==> src/rtl/ubc_pkg.sv <==
// Purpose: shared constants of the serial baud and frame configuration block
// Assumes: 32-bit register words, register index times four is byte address
// Notes: frame bit positions apply to the frame control register
package ubc_pkg;
  // Bus geometry
  localparam int ADDR_W = 6;
  localparam int IDX_W = 4;
  localparam logic [1:0] RESP_OKAY = 2'b00;
  localparam logic [1:0] RESP_SLVERR = 2'b10;
  // Register indices (byte address is index times four)
  localparam logic [IDX_W-1:0] IDX_BAUD_HIGH = 4'h0;
  localparam logic [IDX_W-1:0] IDX_BAUD_LOW = 4'h1;
  localparam logic [IDX_W-1:0] IDX_FRAME = 4'h2;
  localparam logic [IDX_W-1:0] IDX_CTRL = 4'h3;
  localparam logic [IDX_W-1:0] IDX_STATUS = 4'h4;
  localparam logic [IDX_W-1:0] IDX_DATA = 4'h7;
  // Divisor and oversampling
  localparam int DIV_W = 13;
  localparam int DIV_HI_W = 5;
  localparam int OSR_W = 5;
  localparam logic [7:0] BAUD_LOW_RESET = 8'h04;
  localparam logic [OSR_W-1:0] OSR_RESET = 5'h0F;
  // Frame control fields
  localparam int FC_LOOP = 7;
  localparam int FC_HALT = 6;
  localparam int FC_RX_SOURCE_SELECT = 5;
  localparam int FC_NINE = 4;
  localparam int FC_WAKE = 3;
  localparam int FC_ILT = 2;
  localparam int FC_PAR_ON = 1;
  localparam int FC_PAR_ODD = 0;
  // Control fields
  localparam int CT_DIR = 5;
  localparam int CT_TX_ON = 3;
  localparam int CT_RX_ON = 2;
  localparam int CT_STANDBY = 1;
  // Status fields
  localparam int ST_RUN = 0;
  localparam int ST_TX_BUSY = 1;
  localparam int ST_TX_FULL = 2;
  localparam int ST_RX_FULL = 3;
  localparam int ST_PAR_ERR = 4;
  localparam int ST_FRM_ERR = 5;
  localparam int ST_IDLE = 6;
  // Character geometry
  localparam logic [3:0] CHAR_LEN_8 = 4'h8;
  localparam logic [3:0] CHAR_LEN_9 = 4'h9;
  localparam logic [3:0] FRAME_EXTRA = 4'h2;
  localparam int FRAME_W = 12;
  localparam int RX_W = 11;
endpackage

==> src/rtl/ubc_baud_gen.sv <==
// Purpose: baud divider giving oversample ticks and transmit bit ticks
// Assumes: divisor and ratio held steady while running
// Notes: zero divisor or stopped generator gives no ticks
`timescale 1ns/1ps
module ubc_baud_gen #(
  parameter int DIV_W = ubc_pkg::DIV_W,
  parameter int OSR_W = ubc_pkg::OSR_W
) (
  // Clock and reset
  input wire logic ref_clk,
  input wire logic rst_b,
  // Settings
  input wire logic run,
  input wire logic [DIV_W-1:0] divisor,
  input wire logic [OSR_W-1:0] oversample_ratio,
  // Ticks
  output logic os_tick,
  output logic bit_tick
);
  logic [DIV_W-1:0] div_cnt_q;
  logic [OSR_W-1:0] os_cnt_q;
  logic active;

  // Generator runs only when enabled and divisor nonzero
  assign active = run && (divisor != '0);
  assign os_tick = active && (div_cnt_q >= divisor - 1'b1);
  assign bit_tick = os_tick && (os_cnt_q >= oversample_ratio);

  // Divide the clock by the divisor
  always_ff @(posedge ref_clk or negedge rst_b) begin
    if (!rst_b) begin
      div_cnt_q <= '0;
    end else if (!active || os_tick) begin
      div_cnt_q <= '0;
    end else begin
      div_cnt_q <= div_cnt_q + 1'b1;
    end
  end

  // Divide oversample ticks by ratio plus one
  always_ff @(posedge ref_clk or negedge rst_b) begin
    if (!rst_b) begin
      os_cnt_q <= '0;
    end else if (!active || bit_tick) begin
      os_cnt_q <= '0;
    end else if (os_tick) begin
      os_cnt_q <= os_cnt_q + 1'b1;
    end
  end

  // Tick spacing and stopped generator
  tick_space_a: assert property (@(posedge ref_clk) disable iff (!rst_b)
    os_tick && $stable(divisor) && divisor > 1 |=> !os_tick)
    else $error("oversample ticks too close");
  zero_div_a: assert property (@(posedge ref_clk) disable iff (!rst_b)
    divisor == '0 |-> !os_tick && !bit_tick)
    else $error("tick with zero divisor");
endmodule

==> src/rtl/ubc_uart_core.sv <==
// Purpose: baud and frame configuration with a small serial transceiver
// Assumes: AXI4-Lite register access, registers of up to 9 bits in low word bits
// Notes: pins pass a three-flop filter before use
//
// Register access over AXI4-Lite was chosen for this implementation.
`timescale 1ns/1ps
// Overview of operation
// 13-bit divisor in two registers, writable only while rx and tx off.
// Low divisor resets nonzero; generator idle until rx or tx enabled.
// Bit rate is baud clock over divisor times ratio plus one.
// Software should change frame control only with rx and tx off.
// Loop bit clear gives full duplex on separate rx and tx pins.
// Loop bit set routes transmitter to receiver, rx pin ignored.
// Source select matters only in loop mode; receiver reads tx node.
// Loop set, source clear gives internal loopback without rx pin.
// Loop and source set give single-wire use of the tx pin.
// Halt bit keeps block running in wait when 0, stops it when 1; code only blocks starting new characters in wait, generator keeps running.
// Length bit picks 8-bit or 9-bit characters for both directions.
// Wakeup bit picks idle-line or address-mark wakeup for standby.
// Idle needs line high; count after start or after stop bit.
// Parity enable generates and checks parity before the stop bit.
// Parity type picks even or odd over character plus parity.
// In single-wire mode direction bit decides drive or release of pin.
// Clearing tx enable keeps pin driven until pending character ends.
// Zero divisor stops the baud generator entirely.
module ubc_uart_core #(
  parameter int DIV_W = ubc_pkg::DIV_W,
  parameter int OSR_W = ubc_pkg::OSR_W,
  parameter logic [OSR_W-1:0] OVERSAMPLE_RATIO = ubc_pkg::OSR_RESET
) (
  // Clock and reset
  input wire logic ref_clk,
  input wire logic rst_b,
  // AXI4-Lite write
  input wire logic [ubc_pkg::ADDR_W-1:0] s_axi_awaddr,
  input wire logic s_axi_awvalid,
  output logic s_axi_awready,
  input wire logic [31:0] s_axi_wdata,
  input wire logic [3:0] s_axi_wstrb,
  input wire logic s_axi_wvalid,
  output logic s_axi_wready,
  output logic [1:0] s_axi_bresp,
  output logic s_axi_bvalid,
  input wire logic s_axi_bready,
  // AXI4-Lite read
  input wire logic [ubc_pkg::ADDR_W-1:0] s_axi_araddr,
  input wire logic s_axi_arvalid,
  output logic s_axi_arready,
  output logic [31:0] s_axi_rdata,
  output logic [1:0] s_axi_rresp,
  output logic s_axi_rvalid,
  input wire logic s_axi_rready,
  // Power mode
  input wire logic wait_mode,
  // Serial pins
  input wire logic rx_pin,
  input wire logic tx_pin_in,
  output logic tx_pin_out,
  output logic tx_pin_oe
);
  typedef enum logic [1:0] {
    UBC_RX_IDLE = 2'b00,
    UBC_RX_START = 2'b01,
    UBC_RX_BITS = 2'b10
  } ubc_rx_e;

  logic aw_q, w_q, bvalid_q, rvalid_q;
  logic [ubc_pkg::ADDR_W-1:0] aw_addr_q;
  logic [31:0] w_data_q, rdata_q, rd_word;
  logic [3:0] w_strb_q;
  logic [1:0] bresp_q, rresp_q;
  logic wr_go, wr_en, wr_ok, rd_go, rd_ok, lock;
  logic [ubc_pkg::IDX_W-1:0] wr_idx, rd_idx;
  logic [ubc_pkg::DIV_HI_W-1:0] div_hi_q;
  logic [7:0] div_lo_q, fc_q;
  logic tx_on_q, rx_on_q, dir_q, standby_q, baud_run_q;
  logic os_tick, bit_tick, halted, internal_loopback, single;
  logic [1:0] s1_q, s2_q, s3_q, filt_q;
  logic rx_line;
  logic [8:0] tx_buf_q, tx_data, rx_data_q, rx_data;
  logic tx_full_q, tx_busy_q, tx_serial_q, tx_drive_q, tx_load, tx_par;
  logic [ubc_pkg::FRAME_W-1:0] tx_sr_q;
  logic [3:0] tx_cnt_q, dlen, tx_len, rx_last, idle_need;
  ubc_rx_e rx_st_q;
  logic [OSR_W-1:0] rx_os_q, idle_os_q;
  logic [3:0] bit_idx_q, idle_cnt_q;
  logic [ubc_pkg::RX_W-1:0] rx_sr_q;
  logic char_done_q, par_bad, rx_full_q, par_err_q, frm_err_q, idle_q;
  logic idle_evt, idle_armed_q, wake_evt, accept, rx_msb;

  // Write channel handshakes, either order
  assign s_axi_awready = !aw_q && !bvalid_q;
  assign s_axi_wready = !w_q && !bvalid_q;
  assign s_axi_bvalid = bvalid_q;
  assign s_axi_bresp = bresp_q;
  assign wr_go = aw_q && w_q && !bvalid_q;
  assign wr_idx = aw_addr_q[ubc_pkg::ADDR_W-1:2];
  assign wr_ok = (aw_addr_q[1:0] == 2'b00) && (wr_idx <= ubc_pkg::IDX_STATUS
    || wr_idx == ubc_pkg::IDX_DATA);
  assign wr_en = wr_go && wr_ok && w_strb_q[0];

  // Capture address and data, then answer
  always_ff @(posedge ref_clk or negedge rst_b) begin
    if (!rst_b) begin
      aw_q <= 1'b0;
      w_q <= 1'b0;
      aw_addr_q <= '0;
      w_data_q <= '0;
      w_strb_q <= '0;
      bvalid_q <= 1'b0;
      bresp_q <= ubc_pkg::RESP_OKAY;
    end else begin
      if (s_axi_awvalid && s_axi_awready) begin
        aw_q <= 1'b1;
        aw_addr_q <= s_axi_awaddr;
      end
      if (s_axi_wvalid && s_axi_wready) begin
        w_q <= 1'b1;
        w_data_q <= s_axi_wdata;
        w_strb_q <= s_axi_wstrb;
      end
      if (wr_go) begin
        aw_q <= 1'b0;
        w_q <= 1'b0;
        bvalid_q <= 1'b1;
        bresp_q <= wr_ok ? ubc_pkg::RESP_OKAY : ubc_pkg::RESP_SLVERR;
      end else if (s_axi_bready) begin
        bvalid_q <= 1'b0;
      end
    end
  end

  // Read channel
  assign s_axi_arready = !rvalid_q;
  assign s_axi_rvalid = rvalid_q;
  assign s_axi_rdata = rdata_q;
  assign s_axi_rresp = rresp_q;
  assign rd_go = s_axi_arvalid && !rvalid_q;
  assign rd_idx = s_axi_araddr[ubc_pkg::ADDR_W-1:2];

  // Read word selection
  always_comb begin
    rd_word = '0;
    rd_ok = (s_axi_araddr[1:0] == 2'b00);
    unique case (rd_idx)
      ubc_pkg::IDX_BAUD_HIGH: rd_word[ubc_pkg::DIV_HI_W-1:0] = div_hi_q;
      ubc_pkg::IDX_BAUD_LOW: rd_word[7:0] = div_lo_q;
      ubc_pkg::IDX_FRAME: rd_word[7:0] = fc_q;
      ubc_pkg::IDX_CTRL: begin
        rd_word[ubc_pkg::CT_DIR] = dir_q;
        rd_word[ubc_pkg::CT_TX_ON] = tx_on_q;
        rd_word[ubc_pkg::CT_RX_ON] = rx_on_q;
        rd_word[ubc_pkg::CT_STANDBY] = standby_q;
      end
      ubc_pkg::IDX_STATUS: begin
        rd_word[ubc_pkg::ST_RUN] = baud_run_q;
        rd_word[ubc_pkg::ST_TX_BUSY] = tx_busy_q;
        rd_word[ubc_pkg::ST_TX_FULL] = tx_full_q;
        rd_word[ubc_pkg::ST_RX_FULL] = rx_full_q;
        rd_word[ubc_pkg::ST_PAR_ERR] = par_err_q;
        rd_word[ubc_pkg::ST_FRM_ERR] = frm_err_q;
        rd_word[ubc_pkg::ST_IDLE] = idle_q;
      end
      ubc_pkg::IDX_DATA: rd_word[8:0] = rx_data_q;
      default: rd_ok = 1'b0;
    endcase
  end

  // Registered read answer
  always_ff @(posedge ref_clk or negedge rst_b) begin
    if (!rst_b) begin
      rvalid_q <= 1'b0;
      rdata_q <= '0;
      rresp_q <= ubc_pkg::RESP_OKAY;
    end else if (rd_go) begin
      rvalid_q <= 1'b1;
      rdata_q <= rd_ok ? rd_word : '0;
      rresp_q <= rd_ok ? ubc_pkg::RESP_OKAY : ubc_pkg::RESP_SLVERR;
    end else if (s_axi_rready) begin
      rvalid_q <= 1'b0;
    end
  end

  // Divisor registers, locked while either direction is on
  assign lock = tx_on_q || rx_on_q;
  always_ff @(posedge ref_clk or negedge rst_b) begin
    if (!rst_b) begin
      div_hi_q <= '0;
      div_lo_q <= ubc_pkg::BAUD_LOW_RESET;
    end else if (wr_en && !lock) begin
      if (wr_idx == ubc_pkg::IDX_BAUD_HIGH)
        div_hi_q <= w_data_q[ubc_pkg::DIV_HI_W-1:0];
      if (wr_idx == ubc_pkg::IDX_BAUD_LOW)
        div_lo_q <= w_data_q[7:0];
    end
  end

  // Frame control, accepted at any time
  always_ff @(posedge ref_clk or negedge rst_b) begin
    if (!rst_b) begin
      fc_q <= '0;
    end else if (wr_en && wr_idx == ubc_pkg::IDX_FRAME) begin
      fc_q <= w_data_q[7:0];
    end
  end

  // Control bits and generator start latch
  always_ff @(posedge ref_clk or negedge rst_b) begin
    if (!rst_b) begin
      tx_on_q <= 1'b0;
      rx_on_q <= 1'b0;
      dir_q <= 1'b0;
      standby_q <= 1'b0;
      baud_run_q <= 1'b0;
    end else if (wr_en && wr_idx == ubc_pkg::IDX_CTRL) begin
      tx_on_q <= w_data_q[ubc_pkg::CT_TX_ON];
      rx_on_q <= w_data_q[ubc_pkg::CT_RX_ON];
      dir_q <= w_data_q[ubc_pkg::CT_DIR];
      standby_q <= w_data_q[ubc_pkg::CT_STANDBY];
      if (w_data_q[ubc_pkg::CT_TX_ON] || w_data_q[ubc_pkg::CT_RX_ON])
        baud_run_q <= 1'b1;
    end else if (wake_evt) begin
      standby_q <= 1'b0;
    end
  end

  // Baud generator
  ubc_baud_gen #(.DIV_W(DIV_W), .OSR_W(OSR_W)) u_baud (
    .ref_clk(ref_clk),
    .rst_b(rst_b),
    .run(baud_run_q),
    .divisor({div_hi_q, div_lo_q}),
    .oversample_ratio(OVERSAMPLE_RATIO),
    .os_tick(os_tick),
    .bit_tick(bit_tick)
  );

  // Pin filter: change taken when second and third stages agree
  always_ff @(posedge ref_clk or negedge rst_b) begin
    if (!rst_b) begin
      s1_q <= '1;
      s2_q <= '1;
      s3_q <= '1;
      filt_q <= '1;
    end else begin
      s1_q <= {tx_pin_in, rx_pin};
      s2_q <= s1_q;
      s3_q <= s2_q;
      filt_q <= (s2_q & s3_q) | (filt_q & (s2_q ^ s3_q));
    end
  end

  // Receiver source routing
  assign internal_loopback = fc_q[ubc_pkg::FC_LOOP];
  assign single = internal_loopback && fc_q[ubc_pkg::FC_RX_SOURCE_SELECT];
  assign rx_line = !internal_loopback ? filt_q[0]
    : (single ? filt_q[1] : tx_serial_q);
  assign halted = fc_q[ubc_pkg::FC_HALT] && wait_mode;

  // Pin drive, direction bit in single-wire mode
  assign tx_pin_out = tx_serial_q;
  assign tx_pin_oe = tx_drive_q && (!single || dir_q);

  // Transmit frame assembly
  assign dlen = fc_q[ubc_pkg::FC_NINE] ? ubc_pkg::CHAR_LEN_9
    : ubc_pkg::CHAR_LEN_8;
  assign tx_data = fc_q[ubc_pkg::FC_NINE] ? tx_buf_q : {1'b0, tx_buf_q[7:0]};
  assign tx_par = (^tx_data) ^ fc_q[ubc_pkg::FC_PAR_ODD];
  assign tx_len = dlen + ubc_pkg::FRAME_EXTRA + {3'b000, fc_q[ubc_pkg::FC_PAR_ON]};
  assign tx_load = bit_tick && !tx_busy_q && tx_full_q && tx_on_q && !halted;

  // Transmit buffer, write wins over consume
  always_ff @(posedge ref_clk or negedge rst_b) begin
    if (!rst_b) begin
      tx_buf_q <= '0;
      tx_full_q <= 1'b0;
    end else if (wr_en && wr_idx == ubc_pkg::IDX_DATA) begin
      tx_buf_q <= w_data_q[8:0];
      tx_full_q <= 1'b1;
    end else if (tx_load) begin
      tx_full_q <= 1'b0;
    end
  end

  // Transmit shifter
  always_ff @(posedge ref_clk or negedge rst_b) begin
    if (!rst_b) begin
      tx_sr_q <= '1;
      tx_cnt_q <= '0;
      tx_busy_q <= 1'b0;
      tx_serial_q <= 1'b1;
      tx_drive_q <= 1'b0;
    end else begin
      tx_drive_q <= tx_on_q || tx_busy_q;
      if (tx_load) begin
        tx_busy_q <= 1'b1;
        tx_cnt_q <= tx_len;
        if (fc_q[ubc_pkg::FC_NINE])
          tx_sr_q <= {1'b1, fc_q[ubc_pkg::FC_PAR_ON] ? tx_par : 1'b1,
            tx_buf_q, 1'b0};
        else
          tx_sr_q <= {2'b11, fc_q[ubc_pkg::FC_PAR_ON] ? tx_par : 1'b1,
            tx_buf_q[7:0], 1'b0};
      end else if (bit_tick && tx_busy_q) begin
        if (tx_cnt_q == '0) begin
          tx_busy_q <= 1'b0;
        end else begin
          tx_serial_q <= tx_sr_q[0];
          tx_sr_q <= {1'b1, tx_sr_q[ubc_pkg::FRAME_W-1:1]};
          tx_cnt_q <= tx_cnt_q - 1'b1;
        end
      end
    end
  end

  // Receive state machine on oversample ticks
  assign rx_last = dlen + {3'b000, fc_q[ubc_pkg::FC_PAR_ON]};
  always_ff @(posedge ref_clk or negedge rst_b) begin
    if (!rst_b) begin
      rx_st_q <= UBC_RX_IDLE;
      rx_os_q <= '0;
      bit_idx_q <= '0;
      rx_sr_q <= '0;
      char_done_q <= 1'b0;
    end else begin
      char_done_q <= 1'b0;
      if (os_tick) begin
        unique case (rx_st_q)
          UBC_RX_IDLE: begin
            rx_os_q <= '0;
            if (rx_on_q && !halted && !rx_line)
              rx_st_q <= UBC_RX_START;
          end
          UBC_RX_START: begin
            if (rx_os_q == (OVERSAMPLE_RATIO >> 1)) begin
              rx_os_q <= '0;
              bit_idx_q <= '0;
              rx_st_q <= rx_line ? UBC_RX_IDLE : UBC_RX_BITS;
            end else begin
              rx_os_q <= rx_os_q + 1'b1;
            end
          end
          UBC_RX_BITS: begin
            if (rx_os_q == OVERSAMPLE_RATIO) begin
              rx_os_q <= '0;
              rx_sr_q[bit_idx_q] <= rx_line;
              bit_idx_q <= bit_idx_q + 1'b1;
              if (bit_idx_q == rx_last) begin
                rx_st_q <= UBC_RX_IDLE;
                char_done_q <= 1'b1;
              end
            end else begin
              rx_os_q <= rx_os_q + 1'b1;
            end
          end
          default: rx_st_q <= UBC_RX_IDLE;
        endcase
      end
    end
  end

  // Received character checks
  assign rx_data = fc_q[ubc_pkg::FC_NINE] ? rx_sr_q[8:0]
    : {1'b0, rx_sr_q[7:0]};
  assign par_bad = fc_q[ubc_pkg::FC_PAR_ON] && ((^rx_sr_q[rx_last - 1'b1 -: 1]
    ^ ^rx_data) != fc_q[ubc_pkg::FC_PAR_ODD]);
  assign rx_msb = fc_q[ubc_pkg::FC_NINE] ? rx_data[8] : rx_data[7];
  assign wake_evt = standby_q && ((char_done_q && fc_q[ubc_pkg::FC_WAKE]
    && rx_msb) || (idle_evt && !fc_q[ubc_pkg::FC_WAKE]));
  assign accept = char_done_q && (!standby_q || wake_evt);

  // Receive data and sticky flags, set wins over clear
  always_ff @(posedge ref_clk or negedge rst_b) begin
    if (!rst_b) begin
      rx_data_q <= '0;
      rx_full_q <= 1'b0;
      par_err_q <= 1'b0;
      frm_err_q <= 1'b0;
      idle_q <= 1'b0;
    end else begin
      if (accept) begin
        rx_data_q <= rx_data;
        rx_full_q <= 1'b1;
      end else if (rd_go && rd_idx == ubc_pkg::IDX_DATA) begin
        rx_full_q <= 1'b0;
      end
      if (accept && par_bad)
        par_err_q <= 1'b1;
      else if (wr_en && wr_idx == ubc_pkg::IDX_STATUS
               && w_data_q[ubc_pkg::ST_PAR_ERR])
        par_err_q <= 1'b0;
      if (accept && !rx_sr_q[rx_last])
        frm_err_q <= 1'b1;
      else if (wr_en && wr_idx == ubc_pkg::IDX_STATUS
               && w_data_q[ubc_pkg::ST_FRM_ERR])
        frm_err_q <= 1'b0;
      if (idle_evt)
        idle_q <= 1'b1;
      else if (wr_en && wr_idx == ubc_pkg::IDX_STATUS
               && w_data_q[ubc_pkg::ST_IDLE])
        idle_q <= 1'b0;
    end
  end

  // Idle line detector counting high bit times
  assign idle_need = rx_last + ubc_pkg::FRAME_EXTRA - 1'b1;
  assign idle_evt = idle_armed_q && os_tick && idle_os_q == OVERSAMPLE_RATIO
    && rx_line && idle_cnt_q == idle_need - 1'b1;
  always_ff @(posedge ref_clk or negedge rst_b) begin
    if (!rst_b) begin
      idle_os_q <= '0;
      idle_cnt_q <= '0;
      idle_armed_q <= 1'b0;
    end else begin
      if (char_done_q)
        idle_armed_q <= 1'b1;
      else if (idle_evt)
        idle_armed_q <= 1'b0;
      if (os_tick)
        idle_os_q <= (idle_os_q == OVERSAMPLE_RATIO) ? '0 : idle_os_q + 1'b1;
      if (!rx_line || !rx_on_q || (fc_q[ubc_pkg::FC_ILT]
          && rx_st_q != UBC_RX_IDLE)) begin
        idle_cnt_q <= '0;
      end else if (os_tick && idle_os_q == OVERSAMPLE_RATIO && idle_cnt_q < idle_need) begin
        idle_cnt_q <= idle_cnt_q + 1'b1;
      end
    end
  end

  // Checks on configuration effects
  div_lock_a: assert property (@(posedge ref_clk) disable iff (!rst_b)
    lock |=> $stable({div_hi_q, div_lo_q}))
    else $error("divisor changed while enabled");
  gen_idle_a: assert property (@(posedge ref_clk) disable iff (!rst_b)
    !baud_run_q |-> !os_tick)
    else $error("baud tick before enable");
  full_duplex_a: assert property (@(posedge ref_clk) disable iff (!rst_b)
    !internal_loopback && tx_on_q |=> tx_drive_q && tx_pin_oe)
    else $error("tx pin not driven in normal mode");
  int_loop_a: assert property (@(posedge ref_clk) disable iff (!rst_b)
    internal_loopback && !single |-> rx_line == tx_serial_q)
    else $error("loopback receiver not on transmitter");
  wire_dir_a: assert property (@(posedge ref_clk) disable iff (!rst_b)
    single && !dir_q |-> !tx_pin_oe)
    else $error("single-wire pin driven while receiving");
  tx_hold_a: assert property (@(posedge ref_clk) disable iff (!rst_b)
    tx_busy_q ##1 tx_busy_q |-> tx_drive_q)
    else $error("pin released during character");
  wait_halt_a: assert property (@(posedge ref_clk) disable iff (!rst_b)
    halted |-> !tx_load ##1 rx_st_q != UBC_RX_START || $past(rx_st_q) != UBC_RX_IDLE)
    else $error("new character started while halted");
  tx_len_a: assert property (@(posedge ref_clk) disable iff (!rst_b)
    tx_load |=> tx_cnt_q == $past(tx_len) && tx_busy_q)
    else $error("wrong frame length");
  tx_par_a: assert property (@(posedge ref_clk) disable iff (!rst_b)
    tx_load && fc_q[ubc_pkg::FC_PAR_ON] && !fc_q[ubc_pkg::FC_NINE]
    |=> (^tx_sr_q[9:1]) == $past(fc_q[ubc_pkg::FC_PAR_ODD]))
    else $error("transmit parity wrong");
  cover_single_c: cover property (@(posedge ref_clk) single && tx_pin_oe);
  cover_loop_c: cover property (@(posedge ref_clk) internal_loopback && char_done_q);
  cover_idle_c: cover property (@(posedge ref_clk) idle_evt);
  cover_perr_c: cover property (@(posedge ref_clk) accept && par_bad);
endmodule

==> config.mk <==
export PLATFORM = sky130hd
export DESIGN_NAME = ubc_uart_core
export DESIGN_NICKNAME = d
export VERILOG_FILES = /design/src/rtl/ubc_pkg.sv /design/src/rtl/ubc_baud_gen.sv /design/src/rtl/ubc_uart_core.sv
export SDC_FILE = /design/constraint.sdc
export NUM_CORES = 1
export LEC_CHECK = 0
export BUFFER_PORTS_ARGS = -buffer_cell sky130_fd_sc_hd__buf_2
export CAP_MARGIN = 20
export CORE_UTILIZATION = 43
export DETAILED_ROUTE_END_ITERATION = 6
export PLACE_DENSITY_LB_ADDON = 0.1
export SLEW_MARGIN = 20
export SYNTH_ARGS = -nofsm -noshare
export SYNTH_HDL_FRONTEND = slang
export SYNTH_SLANG_ARGS = --single-unit
export TNS_END_PERCENT = 100
==> constraint.sdc <==
create_clock -name ref_clk -period 3.5 [get_ports ref_clk]
set_input_delay 0.875 -clock ref_clk [delete_from_list [all_inputs] [get_ports ref_clk]]
set_output_delay 0.875 -clock ref_clk [all_outputs]
set_load 0.02 [all_outputs]
==> flow_summary.yaml <==
synthesis:
  ys_async_sr_fraction_pct: 100.0
  synth-edff-count: 0
  synthTopCellsByArea: "dfrtp_1 (41%), mux2_2 (8.1%), dfstp_2 (6.6%), ha_1 (6.0%), xnor2_1 (3.5%)"
  synthesis.area_sq_um: 8347
  yosys.area.top_type_share_pct: 40.77
  ys_types: 60
  syn_inst: 770
  yosys_warnings: 0
  synth_top_area_cell: "dfrtp_1"
  synth_flop_cell: "dfrtp_1"
  syn_area_per_cell_sq_um: 10.84
  synth_seq_cells: 157
  seq_area_frac_synth_pct: 47.38
clock_network:
  htreeDepth: 4
  tritoncts: "done"
  cts.root.buffer_cell: "clkbuf_16"
  clockBufferDepth: 2
  cts.sinks: 157
  clk_latency_ns: 0.43
  cts_buffers: 17
  clk_pin_slew_ns: 0.07
cells_and_area:
  syn_to_final_growth_pct: 22.02
  num_antenna_cells: 0
  fill_cells: 1653
  fin_cells: 1141
  multiInputGateArea_sq_um: 4423
  final_nets: 966
  final_common_cell: "dfrtp_1"
  layout_common_cells: "dfrtp_1 (136), nand2_1 (61), nor2_1 (56)"
  ff_latch_area_sq_um: 3955
  drive_above_1_share_pct: 29.97
die:
  die_y_um: 141.3
  core_sq_um: 18890
  die_w_um: 141.3
  dieArea_sq_um: 19970
  num_rows: 50
  io_pins: 101
  initial_core_util_pct: 44.18
power:
  p_seq_share_pct: 38.8
  internal_power_mw: 3.973
  clock_power_share_pct: 32.9
  ir_drop_mv: 0.2915
  power.switching_mw: 1.974
  leakage_nw: 4.656
  p_per_area_nw_per_um2: 583.9
  power.share.combinational_pct: 28.3
  switching_share_pct: 33.19
  finalPower_mw: 5.947
global_route:
  antenna_found_initial: 0
  grt_pass1_wl_um: 32330
  grt_usage_pct: 21.08
  grt-busiest-layer: "met2"
  use_met1_pct: 27.82
  gr-total-overflow: 0
  grt_use_met2_pct: 35.04
  grt_pass1_vias: 6208
  use_met3_pct: 4.354
  grt_max_degree: 82
place:
  dp_hpwl_um: 14580
  port-buffer-count: 49
  gp_congestion: 0.8665
  dp_cells: 1096
sta:
  fin_crit_ns: 3.531
  hold_viol_final: 0
  fin_setup_tns_ns: -0.2202
  fin_ws_ns: -0.03122
  rsz0062_at_grt: "yes"
  maxSlewHeadroom_pct: 49.47
  fin_skew_ns: 0.01166
  fmax_ghz: 0.2832
  worst_pin_slew_ns: 0.7579
  setup_viol: 13
  slew_violations: 0
  min_period_over_period_pct: 100.9
route:
  wire_per_inst_um: 17.73
  drt-initial-drc-count: 367
  num_vias: 6116
  viasPerCell: 5.360
  ant_nets: 0
  finalWirelength_um: 20230
  route.detailed.drc: 0
  first_pass_iters: 5
setup_path:
  path_cells: "or4_4, or3_4, nor2_4, xnor2_2, ha_4, nand2_4, buf_6, nor2_4, a221o_1, buf_6, nand2_8, buf_12, buf_12, nor3_4, mux2_4"
  critPathKind: "reg -> reg"
  crit_slowest_cell: "or4_4"
  critical_path_required_ns: 3.81
  cp-end-kind: "flip-flop"
  cpPeakStageDelay_ns: 0.54
  cp_data_arrival_time_ns: 3.84
  start_kind: "flip-flop"
  cp_max_fo: 6
worst_hold_path:
  holdCritPathClass: "reg -> reg"
outcome:
  status: "finished with violations"
  violations: "setup timing"
flow_run:
  max-cap-violations: 0
==> repair_timing <==
action / CTS / global route
hold buffers: 0 / 0
buffers inserted: 5 / 7
pin swaps: 9 / 23
resized for setup: 20 / 53
endpoints found under the setup margin: 45 / 48
gates cloned: 1 / 0
==> Yosys cell counts (4+ instances only) <==
master    number
o21ai_0       31
a21oi_1       28
nor3_1        18
nor4_1        11
nand3_1       22
mux2_2        60
mux2i_1       16
xnor2_1       33
nand2_1       62
dfrtp_1      136
nor2b_1        8
inv_1         28
ha_1          40
a21o_1         7
buf_2          4
nand4b_1       4
mux4_2         4
a22o_1        12
a211oi_1       4
mux2_4         7
a22oi_1        8
xor2_1        17
and2_1         6
clkbuf_1      16
and3_1         9
dfstp_2       21
o31ai_1       12
buf_4         26
a32o_1         4
nand3b_1       6
nand2b_1      10
nor2_1        59
==> area by class of cell <==
type                       instances  share of cell area (%)
timing repair buffer             102                   7.408
inverter                          28                   1.032
sequential                       157                   38.83
clock inverter                    14                   1.794
multi-input combinational        562                   43.43
clock buffer                      18                   4.312
tap                              260                   3.194
==> critical path: cells and delay by family (launching register included) <==
kind	cells	cell delay, ns
and+or+nand+nor	7	1.48
buffers and inverters	4	0.56
DFF	1	0.38
muxes	1	0.32
adders and majority gates	1	0.30
AOI/OAI and AO/OA	1	0.28
xor gates and xnor gates	1	0.10
==> registers in the layout, summed over array words and instances (netlist names), 2 cells and up <==
name / count
tx_buf_q: 9
filt_q: 2
s1_q: 2
div_lo_q: 8
idle_cnt_q: 4
rx_st_q: 2
rx_data_q: 9
tx_sr_q: 11
u_baud.div_cnt_q: 13
aw_addr_q: 6
s3_q: 2
div_hi_q: 5
s_axi_rdata: 9
bit_idx_q: 4
s2_q: 2
tx_cnt_q: 4
u_baud.os_cnt_q: 5
fc_q: 8
rx_sr_q: 11
rx_os_q: 5
w_data_q: 9
idle_os_q: 5
==> power by group through the flow <==
stage | Clock, mW | Combinational [mW] | Sequential, mW
floorplan | 0 | 1.01 | 2.25
global placement | 0 | 1.43 | 2.33
detailed placement | 0 | 1.48 | 2.34
CTS | 2.00 | 1.56 | 2.31
global route | 2.07 | 1.84 | 2.34
finish | 1.96 | 1.68 | 2.31
==> final timing paths <==
kind / startpoint / endpoint / slack (ns) / cells after the start
hold reg to reg: s1_q[1] / s2_q[1] / 0.36 / 0
min in group asynchronous: rst_b / u_baud.div_cnt_q[3] / 0.47 / 1
hold / removal: s1_q[1] / s2_q[1] / 0.36 / 0
max in group asynchronous: rst_b / tx_sr_q[8] / 2.12 / 2
setup reg to reg: div_hi_q[1] / rx_sr_q[10] / -0.03 / 15
setup / recovery: div_hi_q[1] / rx_sr_q[10] / -0.03 / 15
==> logic make-up (layout without fill, tap and decap cells) <==
family	Yosys count	count (layout)	share of synthesized area, %
AOI/OAI and AO/OA	132	132	10.84
xor gates and xnor gates	50	50	5.247
adders and majority gates	40	40	5.996
buffers and inverters	75	162	4.692
DFF	157	157	47.38
muxes	87	87	12.35
other	1	25	0.04493
and+or+nand+nor	228	228	13.45
==> through the flow <==
stage | setup WS (ns) | cell area, sq um | utilization (%) | hold WS, ns
2_1_floorplan | 0.02297 | 8442 | - | 0.3452
3_3_place_gp | -0.1074 | 9089 | 48.11 | 0.3472
3_5_place_dp | -0.2360 | 9089 | 48.11 | 0.3532
4_1_cts | 0.003615 | 9864 | 52.21 | 0.3628
5_1_grt | -0.2012 | 10180 | 53.91 | 0.3651
6_report | -0.03122 | 10180 | 53.91 | 0.3605
==> per-layer routing <==
layer	routed length (um)	vias up
li1	-	2898
met1	9294	3076
met2	9885	118
met3	726	24
met4	320	0
met5	0	-
Note: power is estimated with default switching activity, not from simulation.
